==> config.mk <==
export PLATFORM = sky130hd
export DESIGN_NAME = ssfe_exec
export DESIGN_NICKNAME = d
export VERILOG_FILES = /design/src/core/ssfe_pkg.sv /design/src/core/ssfe_exec.sv /design/src/core/ssfe_dmem.sv
export SDC_FILE = /design/constraint.sdc
export NUM_CORES = 1
export LEC_CHECK = 0
export BUFFER_PORTS_ARGS = -buffer_cell sky130_fd_sc_hd__buf_2
export CORE_ASPECT_RATIO = 1.5
export CORE_MARGIN = 1
export CORE_UTILIZATION = 50
export CTS_BUF_LIST = sky130_fd_sc_hd__clkbuf_4 sky130_fd_sc_hd__clkbuf_8
export CTS_CLUSTER_SIZE = 40
export DETAILED_ROUTE_END_ITERATION = 10
export GPL_TIMING_DRIVEN = 0
export PLACE_DENSITY = 0.66
export SLEW_MARGIN = 10
export SYNTH_ARGS = -nofsm -noshare
export SYNTH_HDL_FRONTEND = slang
export SYNTH_HIERARCHICAL = 1
export SYNTH_SLANG_ARGS = --single-unit
==> constraint.sdc <==
create_clock -name clk -period 7.9 [get_ports clk]
set_input_delay 0.395 -clock clk [delete_from_list [all_inputs] [get_ports clk]]
set_output_delay 0.395 -clock clk [all_outputs]
set_load 0.02 [all_outputs]
==> src/core/ssfe_pkg.sv <==
//Contract
//RULE_01: set-carry forces carry, nothing else changes
//RULE_02: parameter write bit 3 selects slow watchdog
//RULE_03: parameter write bits 0-2 do nothing
//RULE_04: shifts and skips address operand by bits 6:0
//RULE_05: shift left, old bit 3 to carry
//RULE_06: shift right, old bit 0 to carry
//RULE_07: shift result to memory and accumulator, flags
//RULE_08: skip by two when bit 0 set
//RULE_09: skip by two when bit 1 set
//RULE_10: tested bit clear advances counter by one
//RULE_11: one machine cycle; zero flag on zero result
package ssfe_pkg;
	localparam int INSTR_W = 16;
	localparam int PC_W = 11;
	localparam int DM_ADDR_W = 7;
	localparam int NIB_W = 4;
	// opcode fields
	localparam int OP9_LO = 7;
	localparam int OP8_LO = 8;
	localparam logic [8:0] OP_SHIFT_LEFT = 9'h098;
	localparam logic [8:0] OP_SHIFT_RIGHT = 9'h09A;
	localparam logic [8:0] OP_SKIP_BIT0 = 9'h110;
	localparam logic [8:0] OP_SKIP_BIT1 = 9'h111;
	localparam logic [7:0] OP_WRITE_PMF = 8'h16;
	localparam logic [15:0] OP_SET_CARRY_DFLT = 16'h0D00;
	// parameter flag immediate: bits 7:4, watchdog select is immediate bit 3
	localparam int PMF_IMM_LO = 4;
	localparam int PMF_WDT_BIT = 3;
	// program counter steps
	localparam int PC_STEP_NEXT = 1;
	localparam int PC_STEP_SKIP = 2;
	// reset values
	localparam logic [PC_W-1:0] PC_RST = 11'h000;
	localparam logic [NIB_W-1:0] ACC_RST = 4'h0;
	localparam logic WDT_SEL_RST = 1'b0;

	typedef struct packed {
		logic carry_flag;
		logic zero_flag;
	} ssfe_flags_t;

	typedef enum logic [0:0] {
		ST_IDLE,
		ST_EXEC
	} ssfe_state_t;
endpackage

==> src/core/ssfe_exec.sv <==
`timescale 1ns/100ps
module ssfe_exec
	import ssfe_pkg::*;
#(
	parameter logic [INSTR_W-1:0] SET_CARRY_CODE = OP_SET_CARRY_DFLT,
	parameter int PC_BITS = PC_W
) (
	input wire logic clk,
	input wire logic rst,
	input wire logic instr_valid,
	input wire logic [INSTR_W-1:0] instr,
	input wire logic dm_ext_we,
	input wire logic [DM_ADDR_W-1:0] dm_ext_addr,
	input wire logic [NIB_W-1:0] dm_ext_wdata,
	output logic instr_ready_r,
	output logic [NIB_W-1:0] accumulator_r,
	output ssfe_flags_t flags_r,
	output logic [PC_BITS-1:0] pc_r,
	output logic wdt_slow_sel_r,
	output logic done_r,
	output logic skip_r
);
	// pc arithmetic and the package reset value assume the package width
	if (PC_BITS != PC_W) begin : g_pc_bits_check
		$error("ssfe_exec: PC_BITS must equal PC_W");
	end

	function automatic logic nib_is_zero(input logic [NIB_W-1:0] v);
		return v == '0;
	endfunction

	ssfe_state_t state_r;
	logic [INSTR_W-1:0] instr_q_r;
	logic [NIB_W-1:0] opnd;
	logic accept;
	logic st_exec;
	logic is_shl;
	logic is_shr;
	logic is_skip_if_bit_zero_set;
	logic is_skip_if_bit_one_set;
	logic is_pmf;
	logic is_setcf;
	logic skip_taken;
	logic [NIB_W-1:0] shl_val;
	logic [NIB_W-1:0] shr_val;
	logic [NIB_W-1:0] shift_val;
	logic dm_we;
	logic [DM_ADDR_W-1:0] dm_waddr;
	logic [NIB_W-1:0] dm_wdata;
	logic [DM_ADDR_W-1:0] dm_raddr;
	logic [NIB_W-1:0] rdata_q;

	assign accept = instr_valid && instr_ready_r;
	assign st_exec = state_r == ST_EXEC;
	assign dm_raddr = instr[DM_ADDR_W-1:0]; // RULE_04

	always_comb begin
		is_shl = instr_q_r[INSTR_W-1:OP9_LO] == OP_SHIFT_LEFT;
		is_shr = instr_q_r[INSTR_W-1:OP9_LO] == OP_SHIFT_RIGHT;
		is_skip_if_bit_zero_set = instr_q_r[INSTR_W-1:OP9_LO] == OP_SKIP_BIT0;
		is_skip_if_bit_one_set = instr_q_r[INSTR_W-1:OP9_LO] == OP_SKIP_BIT1;
		is_pmf = instr_q_r[INSTR_W-1:OP8_LO] == OP_WRITE_PMF;
		is_setcf = instr_q_r == SET_CARRY_CODE;
	end

	always_comb begin
		opnd = rdata_q;
		shl_val = {opnd[NIB_W-2:0], 1'b0}; // RULE_05
		shr_val = {1'b0, opnd[NIB_W-1:1]}; // RULE_06
		shift_val = is_shl ? shl_val : shr_val;
		skip_taken = (is_skip_if_bit_zero_set && opnd[0]) || (is_skip_if_bit_one_set && opnd[1]); // RULE_08 RULE_09
	end

	// memory write: exec shift wins, outside writes only while idle
	always_comb begin
		if (st_exec && (is_shl || is_shr)) begin
			dm_we = 1'b1; // RULE_07
			dm_waddr = instr_q_r[DM_ADDR_W-1:0]; // RULE_04
			dm_wdata = shift_val;
		end else begin
			dm_we = dm_ext_we && !st_exec;
			dm_waddr = dm_ext_addr;
			dm_wdata = dm_ext_wdata;
		end
	end

	ssfe_dmem #(
		.ADDR_W(DM_ADDR_W),
		.DATA_W(NIB_W)
	) u_dmem (
		.clk(clk),
		.we(dm_we),
		.waddr(dm_waddr),
		.wdata(dm_wdata),
		.raddr(dm_raddr),
		.rdata_r(rdata_q)
	);

	// machine cycle: take, then execute
	always_ff @(posedge clk or posedge rst) begin
		if (rst) begin
			state_r <= ST_IDLE;
			instr_ready_r <= 1'b0;
		end else begin
			unique case (state_r)
				ST_IDLE: begin
					instr_ready_r <= 1'b1;
					if (accept) begin
						state_r <= ST_EXEC;
						instr_ready_r <= 1'b0;
					end
				end
				ST_EXEC: begin
					state_r <= ST_IDLE; // RULE_11
					instr_ready_r <= 1'b1;
				end
			endcase
		end
	end

	always_ff @(posedge clk or posedge rst) begin
		if (rst) begin
			instr_q_r <= '0;
		end else if (accept) begin
			instr_q_r <= instr;
		end
	end

	always_ff @(posedge clk or posedge rst) begin
		if (rst) begin
			accumulator_r <= ACC_RST;
		end else if (st_exec && (is_shl || is_shr)) begin
			accumulator_r <= shift_val; // RULE_07
		end
	end

	always_ff @(posedge clk or posedge rst) begin
		if (rst) begin
			flags_r <= '0;
		end else if (st_exec) begin
			if (is_setcf) begin
				flags_r.carry_flag <= 1'b1; // RULE_01
			end else if (is_shl) begin
				flags_r.carry_flag <= opnd[NIB_W-1]; // RULE_05
				flags_r.zero_flag <= nib_is_zero(shl_val); // RULE_11
			end else if (is_shr) begin
				flags_r.carry_flag <= opnd[0]; // RULE_06
				flags_r.zero_flag <= nib_is_zero(shr_val); // RULE_11
			end
		end
	end

	// only the watchdog select bit of the immediate is kept
	always_ff @(posedge clk or posedge rst) begin
		if (rst) begin
			wdt_slow_sel_r <= WDT_SEL_RST;
		end else if (st_exec && is_pmf) begin
			wdt_slow_sel_r <= instr_q_r[PMF_IMM_LO+PMF_WDT_BIT]; // RULE_02 RULE_03
		end
	end

	always_ff @(posedge clk or posedge rst) begin
		if (rst) begin
			pc_r <= PC_RST;
		end else if (st_exec) begin
			if (skip_taken) begin
				pc_r <= pc_r + PC_BITS'(PC_STEP_SKIP); // RULE_08 RULE_09
			end else begin
				pc_r <= pc_r + PC_BITS'(PC_STEP_NEXT); // RULE_10
			end
		end
	end

	always_ff @(posedge clk or posedge rst) begin
		if (rst) begin
			done_r <= 1'b0;
			skip_r <= 1'b0;
		end else begin
			done_r <= st_exec;
			skip_r <= st_exec && skip_taken;
		end
	end
endmodule // ssfe_exec

==> src/core/ssfe_dmem.sv <==
`timescale 1ns/100ps
module ssfe_dmem
	import ssfe_pkg::*;
#(
	parameter int ADDR_W = DM_ADDR_W,
	parameter int DATA_W = NIB_W
) (
	input wire logic clk,
	input wire logic we,
	input wire logic [ADDR_W-1:0] waddr,
	input wire logic [DATA_W-1:0] wdata,
	input wire logic [ADDR_W-1:0] raddr,
	output logic [DATA_W-1:0] rdata_r
);
	logic [DATA_W-1:0] mem [0:(1<<ADDR_W)-1];

	// the array needs at least one address bit and one data bit
	if (ADDR_W < 1 || DATA_W < 1) begin : g_param_check
		$error("ssfe_dmem: ADDR_W and DATA_W must be at least 1");
	end

	always_ff @(posedge clk) begin
		if (we) begin
			mem[waddr] <= wdata;
		end
		rdata_r <= mem[raddr];
	end
endmodule // ssfe_dmem

==> reports/qor.yml <==
status: "finished, final reports clean"
yosysWarningCount: 6
grt_pass1_vias: 11800
antenna_found_initial: 1
synth_mux_area_share_pct: 18.6
detail-route-antenna-nets: 0
slew_viol_final: 0
numPortBuffers: 51
tightest_slew_ns: 1.35
endpoint_kind: "flip-flop"
yosys.area_share.simple_pct: 4.69
grt_usage_pct: 23.2
whs_ns: 0.0538
holdBufCountCts: 10
start_util_pct: 50.5
cts-htree-levels: 3
synth_top_family_by_area: "multiplexers"
synth.distinct_cells: 42
fin_util_pct: 56.9
relSlewSlack_pct: 9.74
final_cell_count_no_fill: 1867
swShare_pct: 22.5
crit_type: "reg -> reg"
path_max_fanout: 10
synth-seq-cells: 554
grt-ovfl-total: 0
critPathLaunchType: "flip-flop"
syn2layout_area_growth_pct: 12.7
grt_pass1_wl_um: 75100
leakagePower_uw: 0.00794
hp-class: "in -> reg"
syn_inst: 1087
syn_area_um2: 22100
power_density_nw_per_um2: 237
die_height_um: 259
clock-root-buffer: "clkbuf_8"
place_inst: 1722
cts_tree: "done"
synth_fp_nets: 1120
cap_violations: 0
timing.fmax_mhz: 233
coreArea_um2: 43800
multiInputGateArea_um2: 5430
pwr-share-comb_pct: 7.6
insertion_delay_ns: 0.62
cts.sinks: 554
drive_gt1_share_pct: 30.2
seq_power_share_pct: 55.8
vias: 11100
fin_skew_ns: 0.0270
final_hold_viol_count: 0
wl_um: 50600
clockPowerShare_pct: 36.5
fin_crit_ns: 4.30
mostFrequentLayoutCell: "edfxtp_1"
rsz0062_at_grt: "no"
post-cts-setup-buffer-count: 0
nFillCells: 3266
ir_drop_mv: 0.0998
die_w_um: 174
yosysSeqAreaShare_pct: 74.2
dp_hpwl_um: 35400
fin_crit_sh_pct: 54.4
cts_buffer_depth: 3
cts_made_buffers: 75
synth_xor_xnor_area_share_pct: 0.357
cp.required_ns: 8.18
io_pins: 52
vias_per_cell: 5.97
drt_iter0_markers: 1182
grt_max_degree: 73
nets: 1266
layout.cells.most_common_list: "edfxtp_1 (512), mux4_2 (168), nor2_1 (126)"
yosys.area_share.adder_pct: 0.113
routedWlPerCell_um: 27.1
synth_compound_area_share_pct: 0.668
cts_resized: 0
die-area_um2: 45100
place.gp.congestion: 0.893
drt_pass1_iterations: 7
internal_power_uw: 4580
worstPathArrival_ns: 4.58
setup_violations: 0
syn_avg_cell_area_um2: 20.3
switching_power_uw: 1330
clk_pin_slew_ns: 0.07
area.sequential_um2: 16400
drc: 0
core.rowCount: 94
-- worst max-delay path: stages (launching register included) --
cell and delay, ns:
dfrtp_1 0.44, nor4b_2 0.48, and3_1 0.21, clkbuf_1 0.19, buf_2 0.28, nand2_1 0.11, nand2_1 0.08, clkbuf_1 0.38
nor2_1 0.16, nand3_1 0.23, clkbuf_1 1.03, nor2_1 0.37
-- Yosys cell counts (all sizes together) --
cell type  count  area (um2)
edfxtp       512       15400
mux4         168        3780
nor2         126         473
nand2         46         173
dfrtp         38         951
clkbuf        32         120
buf           28         149
mux2          22         248
nand3         18        90.1
nor3          13        65.1
mux2i          8        80.1
nor2b          8        50.1
xnor2          8        70.1
nand4          7        43.8
inv            6        22.5
dfxtp          4        80.1
nand2b         4        25.0
o21a           4        30.0
o21ai          4        20.0
a21o           3        22.5
nor4           3        18.8
o2111ai        3        26.3
a21oi          2        10.0
and2           2        12.5
and3           2        12.5
ha             2        25.0
nor3b          2        15.0
nor4b          2        23.8
o41ai          2        17.5
a22oi          1        7.51
and4           1        8.76
and4bb         1        12.5
o211ai         1        7.51
o22ai          1        6.26
or2            1        6.26
or3            1        6.26
xor2           1        8.76
-- metrics by stage --
| stage | setup slack, ns | instance area, um2 | power [uW] | setup TNS, ns |
|---|---|---|---|---|
| 4_1_cts | 3.68 | 24900 | 5960 | 0 |
| 2_1_floorplan | 0.682 | 22100 | 3630 | 0 |
| 3_3_place_gp | -5.02 | 23100 | 3800 | -640.57 |
| 3_5_place_dp | 3.71 | 23300 | 3810 | 0 |
| 6_report | 3.60 | 24900 | 5900 | 0 |
| 5_1_grt | 3.43 | 24900 | 6100 | 0 |
-- kinds of logic (layout without fill, tap and decap cells) --
kind of cell    Yosys count  in the layout
flops                   554            554
simple gates            237            237
mux                     198            198
buf+inv                  66            269
compound gates           21             21
xor+xnor                  9              9
fa+ha+maj                 2              2
other cells               0              1
-- metal layers --
| layer | share of wire (%) | global-route usage [%] |
|---|---|---|
| met1 | 35 | 26.6 |
| met2 | 54 | 42.1 |
| met3 | 6.3 | 4.07 |
| met4 | 4.2 | 11.3 |
| met5 | 0 | 0 |
-- sequential cells by signal, summed over array words and instances (netlist names) --
signal / flops
done_r: 1
u_dmem/rdata_r: 4
wdt_slow_sel_r: 1
st_exec: 1
instr_ready_r: 1
pc_r: 11
instr_q_r: 16
accumulator_r: 4
skip_r: 1
flags_r: 2
u_dmem/mem: 512
-- final timing paths --
| path | cells past startpoint | slack, ns | end | start |
|---|---|---|---|---|
| min in group asynchronous | 3 | 0.20 | skip_r | rst |
| worst max-delay path | 11 | 3.60 | u_dmem/mem[33][1] | instr_q_r[7] |
| worst min-delay path | 2 | 0.05 | instr_q_r[3] | instr[3] |
| worst max register to register | 11 | 3.60 | u_dmem/mem[33][1] | instr_q_r[7] |
| max in group asynchronous | 4 | 7.27 | instr_q_r[9] | rst |
| worst min register to register | 0 | 0.37 | done_r | st_exec |
-- final cells by class --
type | instances | area share, %
Antenna cell | 1 | 0.0100
Buffer | 60 | 1.08
Clock buffer | 104 | 5.12
Clock inverter | 30 | 0.844
Inverter | 6 | 0.0904
Multi-Input combinational cell | 467 | 21.8
Sequential cell | 554 | 65.9
Tap cell | 576 | 2.89
Timing Repair Buffer | 69 | 2.28
-- power groups by stage --
stage | combinational, uW | sequential [uW] | clock (uW)
after floorplan | 261 | 3370 | 0
after global placement | 426 | 3370 | 0
after detailed placement | 449 | 3360 | 0
after CTS | 454 | 3300 | 2210
after global routing | 481 | 3300 | 2320
final | 451 | 3300 | 2160
Note: power is estimated with default switching activity, not from simulation.
